[config.mk]
export PLATFORM = sky130hd
export DESIGN_NAME = mip_io_ports
export DESIGN_NICKNAME = d
export VERILOG_FILES = /design/src/mip_pkg.sv /design/src/mip_io_ports.sv
export SDC_FILE = /design/constraint.sdc
export NUM_CORES = 1
export LEC_CHECK = 0
export BUFFER_PORTS_ARGS = -buffer_cell sky130_fd_sc_hd__buf_2
export CORE_ASPECT_RATIO = 0.5
export CORE_MARGIN = 2
export CORE_UTILIZATION = 50
export DETAILED_ROUTE_END_ITERATION = 10
export PLACE_DENSITY = 0.79
export SYNTH_ARGS = -nofsm -noshare
export SYNTH_HDL_FRONTEND = slang
export SYNTH_SLANG_ARGS = --single-unit
[constraint.sdc]
create_clock -name sys_clk -period 7.6 [get_ports sys_clk]
set_input_delay 1.14 -clock sys_clk [delete_from_list [all_inputs] [get_ports sys_clk]]
set_output_delay 1.14 -clock sys_clk [all_outputs]
set_load 0.02 [all_outputs]
[src/mip_pkg.sv]
/*
 * constants and types for the microcontroller port block: register
 * offsets, field positions, reset values and timing counts.
 * assumes an APB master on the system clock.
 */
package mip_pkg;
    // ========================================================
    // register byte offsets
    localparam logic [7:0] OFS_UPPER_DATA = 8'h00; // upper port data
    localparam logic [7:0] OFS_GP_DATA    = 8'h04; // general port data
    localparam logic [7:0] OFS_CTL_DATA   = 8'h08; // control port data
    localparam logic [7:0] OFS_UPPER_MODE = 8'h0C; // upper port mode
    localparam logic [7:0] OFS_GP_DIR     = 8'h10; // general dir, 1=in
    localparam logic [7:0] OFS_CTL_MODE   = 8'h14; // control port mode
    localparam logic [7:0] OFS_BUS_CMD    = 8'h18; // external cycle
    localparam logic [7:0] OFS_BUS_STAT   = 8'h1C; // cycle status
    // ========================================================
    // upper mode fields
    localparam int UM_LO_ADDR = 0; // low nibble drives A8-A11
    localparam int UM_HI_ADDR = 1; // high nibble drives A12-A15
    localparam int UM_HI_IN   = 2; // high nibble input when I/O
    localparam int UM_LO_IN   = 3; // low nibble input when I/O
    localparam int UM_EXT_TIM = 4; // extended bus timing
    // control mode fields
    localparam int CM_HS_UP  = 0; // upper port handshake
    localparam int CM_HS_GP  = 1; // general port handshake
    localparam int CM_SERIAL = 2; // serial on lines 0 and 7
    localparam int CM_DSEL   = 3; // line 4 is data space select
    localparam int CM_TOUT   = 4; // line 6 timer output
    localparam int CM_TSEL   = 5; // [6:5] 0=t0 1=t1 2=clock
    localparam int CM_ODRAIN = 7; // general port open drain
    localparam int CM_TINM   = 8; // [9:8] timer input mode
    // bus command fields
    localparam int BC_WRITE = 8;  // 1=write cycle
    localparam int BC_DATA  = 9;  // 1=data memory space
    localparam int BC_ADDR  = 16; // [31:16] address
    // reset values
    localparam logic [4:0] UMODE_FLOAT = 5'h1C; // inputs, extended
    localparam logic [4:0] UMODE_ADDR  = 5'h03; // address, fast
    localparam logic [7:0] GPDIR_RST   = 8'hFF;
    // timing: wait of two oscillator clocks
    localparam int WAIT_CLKS = 2;
    // ========================================================
    typedef enum logic [2:0] {
        BUS_IDLE  = 3'b000,
        BUS_ADDR  = 3'b001,
        BUS_LATCH = 3'b010,
        BUS_WAIT  = 3'b011,
        BUS_XFER  = 3'b100,
        BUS_END   = 3'b101
    } mip_bus_t;
endpackage

[src/mip_io_ports.sv]
/*
 * io ports and multiplexed external memory port of a romless
 * microcontroller, with an APB register slave.
 * assumes pins arrive asynchronously and pass two flip-flops; the
 * timers, uart and interrupt controller sit outside and meet this
 * block through plain ports.
 */
// The implementer's own choices: the register addresses and the APB slave port.
`timescale 1ns/1ps
module mip_io_ports #(
    parameter bit FLOAT_VARIANT = 1'b1 // 1: floating, extended start
) (
    input  wire logic        sys_clk,
    input  wire logic        resetn,
    input  wire logic        psel,
    input  wire logic        penable,
    input  wire logic        pwrite,
    input  wire logic [7:0]  paddr,
    input  wire logic [31:0] pwdata,
    output logic      [31:0] prdata,
    output logic             pready,
    output logic             pslverr,
    input  wire logic [7:0]  memAdIn,
    output logic      [7:0]  memAdOut,
    output logic      [7:0]  memAdOe,
    output logic             address_strobe_n,
    output logic             data_strobe_n,
    output logic             readWrite,
    input  wire logic [7:0]  upperIn,
    output logic      [7:0]  upperOut,
    output logic      [7:0]  upperOe,
    input  wire logic [7:0]  gpIn,
    output logic      [7:0]  gpOut,
    output logic      [7:0]  gpOe,
    input  wire logic [3:0]  ctlIn,
    output logic      [7:0]  ctlOut,
    output logic      [3:0]  external_irq_inputs,
    output logic             serialRxData,
    input  wire logic        serialTxData,
    output logic             timerInput,
    output logic      [1:0]  timerInputMode,
    input  wire logic        timer0Out,
    input  wire logic        timer1Out,
    input  wire logic        internalClk,
    input  wire logic        upperStrobeSet,
    input  wire logic        gpStrobeSet
);
    // ========================================================
    // reset release and pin synchronisers
    logic [1:0]  rstSync;     // reset release chain
    logic        rstn;        // synchronous copy of reset
    logic [7:0]  adS1, adS2;  // memory port input
    logic [7:0]  upS1, upS2;  // upper port input
    logic [7:0]  gpS1, gpS2;  // general port input
    logic [3:0]  ctS1, ctS2;  // control port input

    // reset leaves through two flip-flops
    always_ff @(posedge sys_clk or negedge resetn)
    begin
        if (!resetn)
            rstSync <= 2'h0;
        else
            rstSync <= {rstSync[0], 1'b1};
    end
    assign rstn = rstSync[1];

    // two-stage sampling of every pin input
    always_ff @(posedge sys_clk or negedge rstn)
    begin
        if (!rstn)
        begin
            adS1 <= 8'h00; adS2 <= 8'h00;
            upS1 <= 8'h00; upS2 <= 8'h00;
            gpS1 <= 8'h00; gpS2 <= 8'h00;
            ctS1 <= 4'h0;  ctS2 <= 4'h0;
        end
        else
        begin
            adS1 <= memAdIn; adS2 <= adS1;
            upS1 <= upperIn; upS2 <= upS1;
            gpS1 <= gpIn;    gpS2 <= gpS1;
            ctS1 <= ctlIn;   ctS2 <= ctS1;
        end
    end

    // ========================================================
    // register state
    logic [7:0]  upData, gpData, ctlData;      // port output latches
    logic [4:0]  upMode;                       // upper port mode
    logic [7:0]  gpDir;                        // 1 = input
    logic [9:0]  ctlMode;                      // control port mode
    logic [7:0]  next_upData, next_gpData, next_ctlData;
    logic [4:0]  next_upMode;
    logic [7:0]  next_gpDir;
    logic [9:0]  next_ctlMode;
    logic        wrEn, rdEn;                   // access phase strobes
    logic        cmdWr;                        // bus cycle request

    assign wrEn  = psel && penable && pwrite;
    assign rdEn  = psel && penable && !pwrite;
    assign cmdWr = wrEn && (paddr == mip_pkg::OFS_BUS_CMD);

    // register writes, address decoded by priority chain
    always_comb
    begin
        next_upData  = upData;
        next_gpData  = gpData;
        next_ctlData = ctlData;
        next_upMode  = upMode;
        next_gpDir   = gpDir;
        next_ctlMode = ctlMode;
        if (wrEn)
        begin
            if (paddr == mip_pkg::OFS_UPPER_DATA)
                next_upData = pwdata[7:0];
            else if (paddr == mip_pkg::OFS_GP_DATA)
                next_gpData = pwdata[7:0];
            else if (paddr == mip_pkg::OFS_CTL_DATA)
                next_ctlData = pwdata[7:0];
            else if (paddr == mip_pkg::OFS_UPPER_MODE)
                next_upMode = pwdata[4:0];
            else if (paddr == mip_pkg::OFS_GP_DIR)
                next_gpDir = pwdata[7:0];
            else if (paddr == mip_pkg::OFS_CTL_MODE)
                next_ctlMode = pwdata[9:0];
        end
    end

    // register file, reset depends on variant
    always_ff @(posedge sys_clk or negedge rstn)
    begin
        if (!rstn)
        begin
            upData  <= 8'h00;
            gpData  <= 8'h00;
            ctlData <= 8'h00;
            // float variant: inputs with waits; other: address, fast
            upMode  <= FLOAT_VARIANT ? mip_pkg::UMODE_FLOAT
                                     : mip_pkg::UMODE_ADDR;
            gpDir   <= mip_pkg::GPDIR_RST;
            ctlMode <= 10'h000;
        end
        else
        begin
            upData  <= next_upData;
            gpData  <= next_gpData;
            ctlData <= next_ctlData;
            upMode  <= next_upMode;
            gpDir   <= next_gpDir;
            ctlMode <= next_ctlMode;
        end
    end

    // ========================================================
    // external memory cycle engine
    mip_pkg::mip_bus_t state, next_state;
    logic [15:0] cAddr, next_cAddr;   // cycle address
    logic [7:0]  cData, next_cData;   // write data / read result
    logic        cWr, next_cWr;       // write cycle
    logic        cDsp, next_cDsp;     // data space cycle
    logic [1:0]  wCnt, next_wCnt;     // wait counter
    logic        busBusy;

    assign busBusy = (state != mip_pkg::BUS_IDLE);

    // sequence: address out, strobe, data strobe stretched by optional waits
    always_comb
    begin
        next_state = state;
        next_cAddr = cAddr;
        next_cData = cData;
        next_cWr   = cWr;
        next_cDsp  = cDsp;
        next_wCnt  = wCnt;
        case (state)
            mip_pkg::BUS_IDLE:
            begin
                if (cmdWr)
                begin
                    next_cAddr = pwdata[31:16];
                    next_cData = pwdata[7:0];
                    next_cWr   = pwdata[mip_pkg::BC_WRITE];
                    next_cDsp  = pwdata[mip_pkg::BC_DATA];
                    next_state = mip_pkg::BUS_ADDR;
                end
            end
            mip_pkg::BUS_ADDR:
                next_state = mip_pkg::BUS_LATCH;   // strobe low
            mip_pkg::BUS_LATCH:
            begin
                next_wCnt  = 2'(mip_pkg::WAIT_CLKS);
                next_state = upMode[mip_pkg::UM_EXT_TIM] ?
                             mip_pkg::BUS_WAIT : mip_pkg::BUS_XFER;
            end
            mip_pkg::BUS_WAIT:
            begin
                next_wCnt = wCnt - 2'h1;
                if (wCnt == 2'h1)
                    next_state = mip_pkg::BUS_XFER;
            end
            mip_pkg::BUS_XFER:
            begin
                if (!cWr)
                    next_cData = adS2;             // read sample
                next_state = mip_pkg::BUS_END;
            end
            mip_pkg::BUS_END:
                next_state = mip_pkg::BUS_IDLE;
            default:
                next_state = mip_pkg::BUS_IDLE;
        endcase
    end

    always_ff @(posedge sys_clk or negedge rstn)
    begin
        if (!rstn)
        begin
            state <= mip_pkg::BUS_IDLE;
            cAddr <= 16'h0000;
            cData <= 8'h00;
            cWr   <= 1'b0;
            cDsp  <= 1'b0;
            wCnt  <= 2'h0;
        end
        else
        begin
            state <= next_state;
            cAddr <= next_cAddr;
            cData <= next_cData;
            cWr   <= next_cWr;
            cDsp  <= next_cDsp;
            wCnt  <= next_wCnt;
        end
    end

    // memory port pins from flip-flops
    logic [7:0] next_memAdOut, next_memAdOe;
    logic       next_as, next_ds, next_rw;
    always_comb
    begin
        // low address byte always driven when idle
        next_memAdOut = next_cAddr[7:0];
        next_memAdOe  = 8'hFF;
        next_as = !(next_state == mip_pkg::BUS_LATCH);
        next_ds = !((next_state == mip_pkg::BUS_WAIT) ||
                    (next_state == mip_pkg::BUS_XFER));
        next_rw = !(next_cWr && busBusy);
        if ((next_state == mip_pkg::BUS_WAIT) ||
            (next_state == mip_pkg::BUS_XFER))
        begin
            // data phase: write drives data, read releases
            next_memAdOut = next_cData;
            next_memAdOe  = next_cWr ? 8'hFF : 8'h00;
        end
    end

    always_ff @(posedge sys_clk or negedge rstn)
    begin
        if (!rstn)
        begin
            memAdOut         <= 8'h00;
            memAdOe          <= 8'hFF;
            address_strobe_n <= 1'b1;
            data_strobe_n    <= 1'b1;
            readWrite        <= 1'b1;
        end
        else
        begin
            memAdOut         <= next_memAdOut;
            memAdOe          <= next_memAdOe;
            address_strobe_n <= next_as;
            data_strobe_n    <= next_ds;
            readWrite        <= next_rw;
        end
    end

    // ========================================================
    // upper, general and control port pins
    logic [7:0] upOutC, upOeC, gpOutC, gpOeC, ctlOutC;
    logic       upHiIn, gpHiIn;
    logic [1:0] tsel;
    logic       toutSig;

    assign upHiIn = upMode[mip_pkg::UM_HI_IN];
    assign gpHiIn = gpDir[7];
    assign tsel   = ctlMode[mip_pkg::CM_TSEL+1:mip_pkg::CM_TSEL];

    always_comb
    begin
        // nibble select between address and port latch
        upOutC = upData;
        upOeC  = {{4{!upHiIn}}, {4{!upMode[mip_pkg::UM_LO_IN]}}};
        if (upMode[mip_pkg::UM_LO_ADDR])
        begin
            upOutC[3:0] = cAddr[11:8];
            upOeC[3:0]  = 4'hF;
        end
        if (upMode[mip_pkg::UM_HI_ADDR])
        begin
            upOutC[7:4] = cAddr[15:12];
            upOeC[7:4]  = 4'hF;
        end
        // per-bit direction, open drain drives only lows
        gpOutC = gpData;
        gpOeC  = ~gpDir;
        if (ctlMode[mip_pkg::CM_ODRAIN])
        begin
            gpOutC = 8'h00;
            gpOeC  = ~gpDir & ~gpData;
        end
        // timer output source
        case (tsel)
            2'h0:    toutSig = timer0Out;
            2'h1:    toutSig = timer1Out;
            default: toutSig = internalClk;
        endcase
        // control outputs 0-3 fixed low, functions override latch on 4-7
        ctlOutC = {ctlData[7:4], 4'h0};
        if (ctlMode[mip_pkg::CM_DSEL])
            ctlOutC[4] = !(cDsp && busBusy);
        if (ctlMode[mip_pkg::CM_TOUT])
            ctlOutC[6] = toutSig;
        if (ctlMode[mip_pkg::CM_SERIAL])
            ctlOutC[7] = serialTxData;
        // upper port handshake output, role by upper nibble direction
        if (ctlMode[mip_pkg::CM_HS_UP])
            if (upHiIn) ctlOutC[5] = upperStrobeSet;     // ready
            else        ctlOutC[5] = !upperStrobeSet;    // available
        // general port handshake role by bit 7 direction
        if (ctlMode[mip_pkg::CM_HS_GP] && !ctlMode[mip_pkg::CM_TOUT])
            if (gpHiIn) ctlOutC[6] = gpStrobeSet;
            else        ctlOutC[6] = !gpStrobeSet;
    end

    always_ff @(posedge sys_clk or negedge rstn)
    begin
        if (!rstn)
        begin
            upperOut <= 8'h00;
            upperOe  <= 8'h00;
            gpOut    <= 8'h00;
            gpOe     <= 8'h00;
            ctlOut   <= 8'h00;
        end
        else
        begin
            upperOut <= upOutC;
            upperOe  <= upOeC;
            gpOut    <= gpOutC;
            gpOe     <= gpOeC;
            ctlOut   <= ctlOutC;
        end
    end

    // control inputs to irq, serial and timer functions
    assign external_irq_inputs = ctS2;
    assign serialRxData   = ctlMode[mip_pkg::CM_SERIAL] ? ctS2[0] : 1'b1;
    assign timerInput     = ctS2[1];
    assign timerInputMode = ctlMode[mip_pkg::CM_TINM+1:mip_pkg::CM_TINM];

    // ========================================================
    // APB read side, zero wait states
    always_comb
    begin
        prdata = 32'h0000_0000;
        if (paddr == mip_pkg::OFS_UPPER_DATA)
            prdata[7:0] = upS2;
        else if (paddr == mip_pkg::OFS_GP_DATA)
            prdata[7:0] = (gpS2 & gpDir) | (gpData & ~gpDir);
        else if (paddr == mip_pkg::OFS_CTL_DATA)
            prdata[7:0] = {ctlData[7:4], ctS2};
        else if (paddr == mip_pkg::OFS_UPPER_MODE)
            prdata[4:0] = upMode;
        else if (paddr == mip_pkg::OFS_GP_DIR)
            prdata[7:0] = gpDir;
        else if (paddr == mip_pkg::OFS_CTL_MODE)
            prdata[9:0] = ctlMode;
        else if (paddr == mip_pkg::OFS_BUS_STAT)
            prdata[8:0] = {busBusy, cData};
    end
    assign pready  = 1'b1;
    assign pslverr = psel && penable && (paddr[1:0] != 2'h0 ||
                     paddr > mip_pkg::OFS_BUS_STAT ||
                     (cmdWr && busBusy));

    // ========================================================
    // checks
    a_as_pulse_one: assert property (@(posedge sys_clk) disable iff (!rstn)
        $fell(address_strobe_n) |=> address_strobe_n)
        else $error("address strobe longer than one cycle");
    a_ds_after_as: assert property (@(posedge sys_clk) disable iff (!rstn)
        $rose(address_strobe_n) |-> ##[0:2] !data_strobe_n)
        else $error("data strobe missing after address strobe");
    a_ext_wait: assert property (@(posedge sys_clk) disable iff (!rstn)
        ($rose(address_strobe_n) && upMode[mip_pkg::UM_EXT_TIM])
        |-> !data_strobe_n [*3])
        else $error("extended data strobe not three cycles");
    a_rw_write: assert property (@(posedge sys_clk) disable iff (!rstn)
        (!data_strobe_n && cWr) |-> !readWrite)
        else $error("write without read/write low");
    a_gp_od: assert property (@(posedge sys_clk) disable iff (!rstn)
        ctlMode[mip_pkg::CM_ODRAIN] |=> (gpOut == 8'h00))
        else $error("open drain drives high");
    a_rd_release: assert property (@(posedge sys_clk) disable iff (!rstn)
        (!data_strobe_n && readWrite) |-> (memAdOe == 8'h00))
        else $error("memory port driven during read data phase");
    c_write: cover property (@(posedge sys_clk) !data_strobe_n && cWr);
    c_read: cover property (@(posedge sys_clk) !data_strobe_n && !cWr);
    c_ext: cover property (@(posedge sys_clk)
        !data_strobe_n && upMode[mip_pkg::UM_EXT_TIM]);
endmodule

==> run metrics <==
Final #Nets=716; Post-CTS Resized=0; Max Cap Violations=0; pwr/cell area=276.9 nW/um2; hold_buf cts=0; final worst path period share=0.5422; via density per instance=5.175; pre-CTS setup slack=3.529 ns; initial antenna violation count=0; RR Startpoint=rstSync[1]; Synth Instances=507; Clock Skew=0.009619 ns; WL per Instance=17.74 um; status=completed; top_reg_cell synth=dfrtp_1; required time of the critical path=6.46 ns; final hold vios=0; fin crit period=4.120 ns; DRT iter0 DRCs=249; distinct cell type count of the synthesized netlist=43; Pwr Total=2.287 mW; maximum clock insertion buffer count=2; Overall Global Routing Usage=0.2121; Post-CTS Setup Repair Bufs=0; global-route wire length before repair=23.38 mm; crit-path cells=buf_2, or3_1, or3_1, a311oi_1, buf_2; Post-Route Utilization=0.6095; num rows=30; drt pass-1 iters=5; R2R setup slack=5.29 ns; clk sink count=174; sequential area share after synthesis=0.6300; slowest cell delay on critical path=0.58 ns; DRC=0; RSZ-0062 raised after global routing=false; crit path capture type=output pin; number of diodes=0; CP Class=in2out; Post-Synthesis Mean Instance Area=13.69 um2; CTS root buf=clkbuf_16; type of the tightest min-delay check=reg2async; Post-DRT Antenna Nets=0; Post-synth EDFFs=0; max-slew violation count=0; post-route cell area=8259 um2; GRT met1 Usage=0.2838; global-route met2 utilization=0.3368; Die Y=87.32 um; layout cell share with drive strength beyond 1=0.4376; gr busiest metal=met2; H-Tree Depth=4; Slew HR=0.3675; die area=14900 um2; crit path launch type=input port; CTS Buf Count=17; Setup WS post-layout=3.480 ns; DR vias=4352; CTS tree=done; DP Area=7622 um2; Core Area=13550 um2; HPWL Detailed=10.21 mm; top achievable clock speed=242.7 MHz; grt ovf=0; Initial Util=0.5123; vias in the first global route=4316; clk_lat worst skew=0.42 ns; WL final=14.92 mm; Cell Area, Synth=6942 um2; Yosys warning count=0; Worst-path clk slew=0.06 ns; number of synthesized register bits=174; Leakage=4.038 nW; Final setup viols=0; Critical R2R Capture=ctlMode[1]; crit-path max FO=10; Worst R2R Path Depth=2; total negative slack=0 ns; Area growth syn-to-layout=18.98%; GP Congestion=0.8332; GRT met3 Usage=0.05361; DIE WIDTH=170.6 um; ys async rst share=1.000; actual slew at the worst max-slew pin=0.9409 ns; slowest CP cell=or3_1; Port-buffer cells=146; VDD IR max=0.1220 mV; largest net degree at the start of global routing=70; Ports=180; WP data arrival=2.98 ns
cell type report:
cell class	count	area (um2)
Fill cell	1031	5291
Sequential cell	174	4377
Multi-Input combinational cell	286	2218
Timing Repair Buffer	150	760.7
Clock buffer	22	474.2
Tap cell	192	240.2
Clock inverter	10	162.7
Inverter	7	26.28
state kept, by name (all words and copies together) (netlist names), 5 cells and up:
| name | cells |
|---|---|
| upperOut | 8 |
| upMode | 5 |
| gpS2 | 8 |
| upS1 | 8 |
| adS1 | 8 |
| upData | 8 |
| gpS1 | 8 |
| gpDir | 8 |
| memAdOut | 8 |
| gpOe | 8 |
| ctlMode | 10 |
| gpOut | 8 |
| cData | 8 |
| upS2 | 8 |
| adS2 | 8 |
| cAddr | 16 |
| gpData | 8 |
worst max-delay path by stage:
stage          slack [ns]         to        from  cells after the start
4_1_cts              3.51  prdata[4]    paddr[1]                      5
6_report             3.48  prdata[4]    paddr[1]                      5
2_1_floorplan        2.42    adS1[0]  rstSync[1]                      0
3_5_place_dp         3.53  prdata[4]    paddr[1]                      5
3_3_place_gp         3.52  prdata[2]    paddr[1]                      5
5_1_grt              3.44  prdata[4]    paddr[1]                      5
per-stage QoR:
step                hold WS (ns)  instances
finish                    0.3476        841
global route              0.3558        841
CTS                       0.3459        841
detailed placement        0.3347        809
global placement          0.3316        809
floorplan                 0.3312        533
cell usage in the layout (no fill, tap or decap), drive strengths merged, types with 8 or more instances in the layout:
cell / instances
nand2: 11
conb: 28
a211oi: 8
dfrtp: 159
mux2: 84
and2: 9
mux2i: 21
dfstp: 15
nor2: 21
clkbuf: 22
o21ai: 9
a21oi: 23
nor2b: 10
or3: 8
a221o: 8
buf: 150
synth_stat cells, drive strengths merged (2+ instances only):
cell / n / area (um2)
nor4: 2 / 18.77
o22ai: 3 / 18.77
a22oi: 4 / 30.03
xnor2: 2 / 17.52
nand2: 11 / 41.29
nor2: 21 / 78.83
or3: 8 / 50.05
nand4: 2 / 12.51
and2: 9 / 56.30
nor3b: 2 / 15.01
conb: 2 / 7.510
nor2b: 10 / 62.56
nor4b: 2 / 47.55
mux2: 84 / 945.9
a311oi: 5 / 43.79
clkbuf: 15 / 56.30
a21oi: 23 / 115.1
dfrtp: 159 / 3979
nand3: 3 / 15.01
buf: 51 / 365.4
nand2b: 7 / 43.79
a221o: 8 / 80.08
dfstp: 15 / 394.1
o21ai: 9 / 45.04
nor3: 4 / 20.02
mux2i: 21 / 210.2
inv: 7 / 26.27
a211oi: 8 / 60.06
power by group:
part	switching [mW]	internal, mW
clock	0.349	0.577
sequential	0.0618	1.00
combinational	0.182	0.116
kinds of logic (layout without fill, tap and decap cells):
logic type	Yosys count	count (layout)	share of synthesized area
AOI/OAI and AO/OA	66	66	0.06327
xor gates and xnor gates	2	2	0.002524
adders and majority gates	1	1	0.001802
buffers and inverters	73	189	0.06453
DFF	174	174	0.6300
muxes	105	105	0.1665
other	2	28	0.001082
and+or+nand+nor	84	84	0.07030
metal layers:
metal  share of wire  wire length, um
met1            0.42             6246
met5               0                0
met4           0.019              289
met2            0.48             7224
met3           0.078             1158
critical path, delay by kind of cell:
kind / cells / cell delay [ns]
simple gates: 2 / 1.08
buf+inv: 2 / 0.33
compound gates: 1 / 0.43
Note: power is estimated with default switching activity, not from simulation.
